## config.mk

```make
export PLATFORM = sky130hd
export DESIGN_NAME = hpl_latch
export DESIGN_NICKNAME = d
export VERILOG_FILES = /design/src/design/hpl_pkg.sv /design/src/design/hpl_latch.sv /design/src/design/hpl_delay_timer.sv
export VERILOG_INCLUDE_DIRS = /design/src /design/src/design
export SDC_FILE = /design/constraint.sdc
export NUM_CORES = 1
export LEC_CHECK = 0
export BUFFER_PORTS_ARGS = -buffer_cell sky130_fd_sc_hd__buf_2
export CAP_MARGIN = 30
export CORE_UTILIZATION = 60
export CTS_CLUSTER_DIAMETER = 30
export DETAILED_ROUTE_END_ITERATION = 8
export PLACE_DENSITY_LB_ADDON = 0.15
export REMOVE_ABC_BUFFERS = 1
export SETUP_SLACK_MARGIN = 0.5
export SLEW_MARGIN = 10
export SYNTH_ARGS = -nofsm -noshare
export SYNTH_HDL_FRONTEND = slang
export SYNTH_SLANG_ARGS = --single-unit
```

## constraint.sdc

```tcl
create_clock -name clk -period 3.1 [get_ports clk]
set_clock_uncertainty 0.05 [all_clocks]
set_input_delay 0.31 -clock clk [delete_from_list [all_inputs] [get_ports clk]]
set_output_delay 0.31 -clock clk [all_outputs]
set_load 0.1 [all_outputs]
```

## src/design/hpl_defs.svh

```systemverilog
/*
 * Constants of the pole hold latch: clock rate, interval lengths and reset values.
 * Assumes it is included by its bare name from the package and the design modules.
 */
`ifndef HPL_DEFS_SVH
`define HPL_DEFS_SVH

// Internal clock period in nanoseconds (25 MHz).
`define HPL_CLK_PERIOD_NS 40

// Output delay interval, typical figure, in microseconds.
`define HPL_OUTPUT_DELAY_US 8

// Start-up interval, typical figure, in microseconds.
`define HPL_STARTUP_INTERVAL_US 25

// Interval lengths as clock cycle counts (both divide exactly at 40 ns).
`define HPL_OUTPUT_DELAY_CYCLES ((`HPL_OUTPUT_DELAY_US * 1000) / `HPL_CLK_PERIOD_NS)
`define HPL_STARTUP_CYCLES ((`HPL_STARTUP_INTERVAL_US * 1000) / `HPL_CLK_PERIOD_NS)

// Width of the shared interval counter.
`define HPL_TIMER_WIDTH 12

// The output pin reads high from power-on through the start-up interval.
`define HPL_OUTPUT_RESET 1'b1

// Variant select: 1 gives a low output at the south pole, 0 a high one.
`define HPL_LOW_AT_SOUTH 1'b1

`endif

```

## src/design/hpl_pkg.sv

```systemverilog
/*
 * Types of the pole hold latch: comparator bundle, control states and the state record.
 * Assumes the constants header is on the include path.
 */
`default_nettype none
`include "hpl_defs.svh"

package hpl_pkg;

    // Level-compare results of the analogue front end, one bit per threshold.
    typedef struct packed {
        logic above_south_release;
        logic below_north_release;
        logic above_zero_cross;
    } hpl_flux_type;

    // Control states, one-hot.
    typedef enum logic [6:0] {
        HPL_ST_STARTUP       = 7'h01,
        HPL_ST_WAIT_RELEASE  = 7'h02,
        HPL_ST_DELAY_RELEASE = 7'h04,
        HPL_ST_ARMED         = 7'h08,
        HPL_ST_DELAY_CROSS   = 7'h10,
        HPL_ST_HOLD          = 7'h20,
        HPL_ST_DELAY_LEAVE   = 7'h40
    } hpl_state_type;

    // Whole register state of the latch.
    typedef struct packed {
        hpl_flux_type  flux_meta;
        hpl_flux_type  flux;
        hpl_state_type st;
        logic          timer_issued;
        logic          side_south;
        logic          target_south;
        logic          sensor_output;
        logic          hold_active;
        logic          detect_enabled;
    } hpl_latch_state_type;

endpackage : hpl_pkg

`default_nettype wire

```

## src/design/hpl_latch.sv

```systemverilog
/*
 * Output state machine of a zero-cross latching magnetic pole detector.
 * Assumes three comparator levels arriving asynchronously from the analogue front end,
 * a free-running internal clock and a synchronous power-on reset; the pin driver is outside.
 */
`timescale 1ns/1ps
`default_nettype none
`include "hpl_defs.svh"

module hpl_latch
    import hpl_pkg::*;
#(
    parameter logic LOW_AT_SOUTH = `HPL_LOW_AT_SOUTH,
    parameter int OUTPUT_DELAY_CYCLES = `HPL_OUTPUT_DELAY_CYCLES,
    parameter int STARTUP_CYCLES = `HPL_STARTUP_CYCLES,
    parameter int TIMER_WIDTH = `HPL_TIMER_WIDTH
) (
    input wire logic clk,
    input wire logic rst_b,
    input wire hpl_flux_type flux_compare,
    output logic sensor_output,
    output logic hold_active,
    output logic detect_enabled
);

    // Interval loads, cut to the counter width once here.
    localparam logic [TIMER_WIDTH-1:0] OUTPUT_DELAY_LOAD = TIMER_WIDTH'(OUTPUT_DELAY_CYCLES);
    localparam logic [TIMER_WIDTH-1:0] STARTUP_LOAD = TIMER_WIDTH'(STARTUP_CYCLES);

    hpl_latch_state_type cur;
    hpl_latch_state_type next_cur;

    logic timer_start;
    logic [TIMER_WIDTH-1:0] timer_load;
    logic timer_done;

    // Output level for a pole side; the only place where the variant matters.
    function automatic logic pole_level(input logic south);
        pole_level = LOW_AT_SOUTH ? ~south : south;
    endfunction : pole_level

    // True when the synchronised flux lies beyond either release level.
    function automatic logic beyond_release(input hpl_flux_type f);
        beyond_release = f.above_south_release | f.below_north_release;
    endfunction : beyond_release

    // Shared interval counter; only one interval is ever running at a time.
    hpl_delay_timer #(
        .WIDTH(TIMER_WIDTH)
    ) u_timer (
        .clk(clk),
        .rst_b(rst_b),
        .start(timer_start),
        .load_value(timer_load),
        .done(timer_done),
        .busy()
    );

    // Next-state logic. The comparator bits come from the analogue side, so the
    // first sampling stage feeds only the second; all decisions read the second.
    always_comb begin
        next_cur = cur;
        timer_start = 1'b0;
        timer_load = OUTPUT_DELAY_LOAD;

        // Two-stage sampling of the comparator levels on the internal clock.
        next_cur.flux_meta = flux_compare;
        next_cur.flux = cur.flux_meta;

        case (cur.st)
            HPL_ST_STARTUP: begin
                // The output stays at its reset value, high, all through this state.
                next_cur.sensor_output = 1'b1;
                if (!cur.timer_issued) begin
                    timer_start = 1'b1;
                    timer_load = STARTUP_LOAD;
                    next_cur.timer_issued = 1'b1;
                end else if (timer_done) begin
                    next_cur.timer_issued = 1'b0;
                    if (beyond_release(cur.flux)) begin
                        // Flux already past a release level: take the pole level at once.
                        next_cur.side_south = cur.flux.above_south_release;
                        next_cur.sensor_output = pole_level(cur.flux.above_south_release);
                        next_cur.detect_enabled = 1'b1;
                        next_cur.st = HPL_ST_ARMED;
                    end else begin
                        // Flux in the middle band: wait, output still high.
                        next_cur.st = HPL_ST_WAIT_RELEASE;
                    end
                end
            end

            HPL_ST_WAIT_RELEASE: begin
                // Zero crossings mean nothing until a release level has been passed.
                if (beyond_release(cur.flux)) begin
                    next_cur.target_south = cur.flux.above_south_release;
                    timer_start = 1'b1;
                    next_cur.st = HPL_ST_DELAY_RELEASE;
                end
            end

            HPL_ST_DELAY_RELEASE: begin
                // The first pole level appears one output delay after the release level.
                if (timer_done) begin
                    next_cur.side_south = cur.target_south;
                    next_cur.sensor_output = pole_level(cur.target_south);
                    next_cur.detect_enabled = 1'b1;
                    next_cur.st = HPL_ST_ARMED;
                end
            end

            HPL_ST_ARMED: begin
                // Armed from one side, the switch point is the bare zero-cross
                // comparator: no band around it, hold does the debouncing.
                if (cur.side_south && !cur.flux.above_zero_cross) begin
                    next_cur.target_south = 1'b0;
                    timer_start = 1'b1;
                    next_cur.st = HPL_ST_DELAY_CROSS;
                end else if (!cur.side_south && cur.flux.above_zero_cross) begin
                    next_cur.target_south = 1'b1;
                    timer_start = 1'b1;
                    next_cur.st = HPL_ST_DELAY_CROSS;
                end
            end

            HPL_ST_DELAY_CROSS: begin
                // The toggle is committed once the crossing is seen; a quick
                // return inside the delay does not cancel it.
                if (timer_done) begin
                    next_cur.side_south = cur.target_south;
                    next_cur.sensor_output = pole_level(cur.target_south);
                    next_cur.hold_active = 1'b1;
                    next_cur.st = HPL_ST_HOLD;
                end
            end

            HPL_ST_HOLD: begin
                // The zero-cross bit is not looked at here at all.
                if (cur.flux.above_south_release) begin
                    next_cur.target_south = 1'b1;
                    timer_start = 1'b1;
                    next_cur.st = HPL_ST_DELAY_LEAVE;
                end else if (cur.flux.below_north_release) begin
                    next_cur.target_south = 1'b0;
                    timer_start = 1'b1;
                    next_cur.st = HPL_ST_DELAY_LEAVE;
                end
            end

            HPL_ST_DELAY_LEAVE: begin
                // Output is frozen until the delay runs out.
                if (timer_done) begin
                    // Same side as the last toggle keeps the level; the opposite
                    // side gives the other pole level, which is a toggle.
                    next_cur.side_south = cur.target_south;
                    next_cur.sensor_output = pole_level(cur.target_south);
                    next_cur.hold_active = 1'b0;
                    next_cur.st = HPL_ST_ARMED;
                end
            end

            default: begin
                // An illegal code restarts the power-on sequence with the output high.
                next_cur.st = HPL_ST_STARTUP;
                next_cur.timer_issued = 1'b0;
                next_cur.sensor_output = `HPL_OUTPUT_RESET;
                next_cur.hold_active = 1'b0;
                next_cur.detect_enabled = 1'b0;
            end
        endcase
    end

    // State register; reset is the power-on event of the device.
    always_ff @(posedge clk) begin
        if (!rst_b) begin
            cur <= '0;
            cur.st <= HPL_ST_STARTUP;
            cur.sensor_output <= `HPL_OUTPUT_RESET;
        end else begin
            cur <= next_cur;
        end
    end

    // Outputs straight from the state register. The reader is expected to
    // sample the pin several times where the supply can jump; nothing here
    // filters for that.
    assign sensor_output = cur.sensor_output;
    assign hold_active = cur.hold_active;
    assign detect_enabled = cur.detect_enabled;

endmodule : hpl_latch

`default_nettype wire

```

## src/design/hpl_delay_timer.sv

```systemverilog
/*
 * One-shot down counter that times the start-up and output-delay intervals.
 * Assumes a single clock, synchronous active-low reset, and a start pulse from the same domain.
 */
`timescale 1ns/1ps
`default_nettype none
`include "hpl_defs.svh"

module hpl_delay_timer
    import hpl_pkg::*;
#(
    parameter int WIDTH = `HPL_TIMER_WIDTH
) (
    input wire logic clk,
    input wire logic rst_b,
    input wire logic start,
    input wire logic [WIDTH-1:0] load_value,
    output logic done,
    output logic busy
);

    typedef struct packed {
        logic [WIDTH-1:0] count;
        logic done;
        logic busy;
    } hpl_timer_state_type;

    hpl_timer_state_type cur;
    hpl_timer_state_type next_cur;

    // A start while running restarts the interval; done pulses for one cycle at the end.
    always_comb begin
        next_cur = cur;
        next_cur.done = 1'b0;
        if (start) begin
            // A zero load would wrap to all ones and run the whole counter range, so it is stretched to one cycle.
            next_cur.count = (load_value == '0) ? {{(WIDTH-1){1'b0}}, 1'b1} : load_value;
            next_cur.busy = 1'b1;
        end else if (cur.busy) begin
            next_cur.count = cur.count - {{(WIDTH-1){1'b0}}, 1'b1};
            if (cur.count == {{(WIDTH-1){1'b0}}, 1'b1}) begin
                next_cur.busy = 1'b0;
                next_cur.done = 1'b1;
            end
        end
    end

    // State register.
    always_ff @(posedge clk) begin
        if (!rst_b) begin
            cur <= '0;
        end else begin
            cur <= next_cur;
        end
    end

    assign done = cur.done;
    assign busy = cur.busy;

endmodule : hpl_delay_timer

`default_nettype wire

```

==> summary.txt <==
Route
  • Drt wl/cell: 15.01 um
  • DRC errors left: 0
  • DR vias: 1,428
  • DR vias/cell: 6.236
  • First drt pass iteration count: 4
  • ANT nets after route: 0
  • Drt initial violations: 61
  • Drt total wl: 3438 um

Power and ir drop
  • Sw frac: 0.2733
  • PwrDens: 428.0 nW/um^2
  • Static leakage: 0.6648 nW
  • Psw: 208.1 uW
  • Internal power: 553.4 uW
  • Seq pwr share: 0.595
  • Peak VDD IR: 0.0004685 V
  • Gate power share: 0.086
  • Power share of the clock group: 0.319

Placed design
  • Placement Setup Slack: 1145 ps
  • I/O Buffers: 7
  • Final GP Congestion: 0.8986
  • HPWL after DPL: 2367 um

Clock network
  • CTS tree: built
  • CTS buffer count: 5
  • Clock slew at reported path FFs: 110 ps
  • CTS Root Cell: clkbuf_4
  • Hold buffers post-CTS: 0
  • Post-CTS setup buffer count: 0
  • CTS HTree Levels: 2
  • Bufs on Longest Clock Path: 2
  • Worst-skew pair later-pin latency: 350 ps
  • Cts repair resizes: 0
  • Clock Sinks: 33

Logic synthesis
  • FFs w/ async S/R, synth: 0
  • Synthesized area: 1714 sq um
  • Syn Area/Cell: 8.836 sq um
  • Post-synth EDFFs: 0
  • Main synth FF type: dfxtp_1
  • Synthesized flop and latch total: 33
  • Netlist cell types: 54
  • Ys Warns: 0
  • Sequential-to-total area share from yosys stat: 0.3854
  • Synthesized instance count: 194

Worst setup path
  • Kind of critical path: reg -> reg
  • Worst reg-to-reg path cell count: 5
  • Crit. End Element: flip-flop
  • Worst Path Max Fanout: 10
  • CP Data Required Time: 3290 ps
  • Slowest CP cell: dfxtp_1
  • Crit path launch type: flip-flop
  • Max incr delay on CP: 540 ps
  • Arr. time, crit path: 2160 ps
  • Critical path, cell by cell: nor4b_2, a32oi_1, o211ai_2, mux2i_1, nor2_1

STA
  • Final Max Slew Viols: 0
  • Final worst setup slack: 1128 ps
  • Period utilization: 0.6362
  • Hold Violations, Final: 0
  • Final setup vio count: 0
  • Max Fclk: 507.0 MHz
  • Worst Tran Pin Value: 519.1 ps
  • Rel. slew slack: 0.6535
  • Setup TNS: 0 ps
  • RSZ-0062 raised after global routing: no
  • Tmin final: 1972 ps

Global route
  • All-Layer GR Usage: 0.2447
  • Initial antenna violation count: 0
  • Grt ovf: 0
  • Vias in the first global route: 1,266
  • First-pass GRT wire length: 5844 um
  • Pin count of the biggest net entering global routing: 20

Cells and area
  • Ratio of cells with drive above 1 in the final layout: 0.1515
  • Synth-to-Final Area Change: 3.796%
  • Most common cell after layout, fill and taps aside: dfxtp_1
  • Register area: 660.6 sq um
  • # nets final: 205
  • # diodes: 0
  • Multi-input gate area: 959.7 sq um
  • Most frequent cells in the layout: dfxtp_1 (33), nor2_1 (17), nand2_1 (10)
  • Filler cell count: 228

Floorplan
  • # IOs: 8
  • Row cnt: 19
  • Die height: 55.45 um
  • Core area: 2734 sq um
  • Die W: 55.45 um
  • Starting Density: 0.6270
  • Die Area: 3075 sq um

Min path
  • Type of the worst min-delay path: in -> reg
  • Worst hold path depth: 2

Flow run
  • MaxCap Viol Count: 0

Run status
  • Status: finished clean
-- area by class of cell --
cell class	count	share of cell area
Clock buffer	5	0.02110
Timing Repair Buffer	7	0.01969
Inverter	8	0.01688
Multi-Input combinational cell	142	0.5394
Sequential cell	33	0.3713
Clock inverter	3	0.009845
Tap cell	31	0.02180
-- worst paths after layout --
kind,start,endpoint,slack [ps]
max reg2reg,cur[9],cur[11],1130
min,flux_compare[1],cur[17],110
max,cur[9],cur[11],1130
min reg2reg,cur[16],cur[13],400
-- cells in the mapped netlist, types with 3 or more instances --
master | instances | area [sq um]
xor2_1 | 6 | 52.55
nand4_1 | 3 | 18.77
nand2_1 | 10 | 37.54
buf_2 | 5 | 25.02
nand2b_1 | 5 | 31.28
nor3_4 | 3 | 48.80
o21ai_0 | 8 | 40.04
and2_1 | 8 | 50.05
inv_1 | 8 | 30.03
a211oi_1 | 4 | 30.03
dfxtp_1 | 33 | 660.6
nand3_1 | 7 | 35.03
xnor2_1 | 8 | 70.07
a21oi_1 | 9 | 45.04
nor2_1 | 17 | 63.81
nor4_1 | 5 | 31.28
nor3_1 | 5 | 25.02
o21ai_1 | 4 | 20.02
ha_1 | 3 | 37.54
o21a_1 | 3 | 22.52
-- per-layer routing --
metal	global-route usage	wire (um)	vias up
li1	-	-	698
met1	0.3283	1607	670
met2	0.3718	1526	50
met3	0.05621	222	10
met4	0.1179	82	0
met5	0	0	-
-- logic make-up after synthesis --
family,count (synthesis),share of synthesized area
AND/OR/NAND/NOR,79,0.2818
XOR/XNOR,14,0.07153
AO/OA/AOI/OAI,45,0.1788
adder cells (fa/ha/maj),3,0.02190
flip-flops,33,0.3854
multiplexers,1,0.005840
buffers and inverters,19,0.05474
-- sequential cells by signal, indices dropped and copies added (netlist names) --
register	cells
hold_active	1
u_timer.busy	1
cur	16
u_timer.done	1
sensor_output	1
detect_enabled	1
u_timer.cur	12
-- power groups by stage --
stage | logic [mW] | registers (mW) | clock network (mW)
after floorplan | 0.0487 | 0.460 | 0
after global placement | 0.0634 | 0.462 | 0
after detailed placement | 0.0637 | 0.462 | 0
after CTS | 0.0649 | 0.453 | 0.245
after global routing | 0.0730 | 0.455 | 0.261
final | 0.0652 | 0.453 | 0.243
-- critical path: cells and delay by family, from the launching register on --
kind	cells	cell delay [ps]
flops	1	540
simple gates	2	480
mux	1	240
compound gates	2	550
-- metrics by stage --
step | cells | hold WS [ps] | instance area, sq um | total power, mW | util
final | 229 | 107.9 | 1779 | 0.7615 | 0.6508
after global routing | 229 | 111.0 | 1779 | 0.7897 | 0.6508
after CTS | 229 | 108.5 | 1779 | 0.7632 | 0.6508
after detailed placement | 221 | 372.1 | 1724 | 0.5261 | 0.6307
after global placement | 221 | 363.8 | 1724 | 0.5249 | 0.6307
after floorplan | 183 | 340.0 | 1650 | 0.5083 | -
Note: power is estimated with default switching activity, not from simulation.
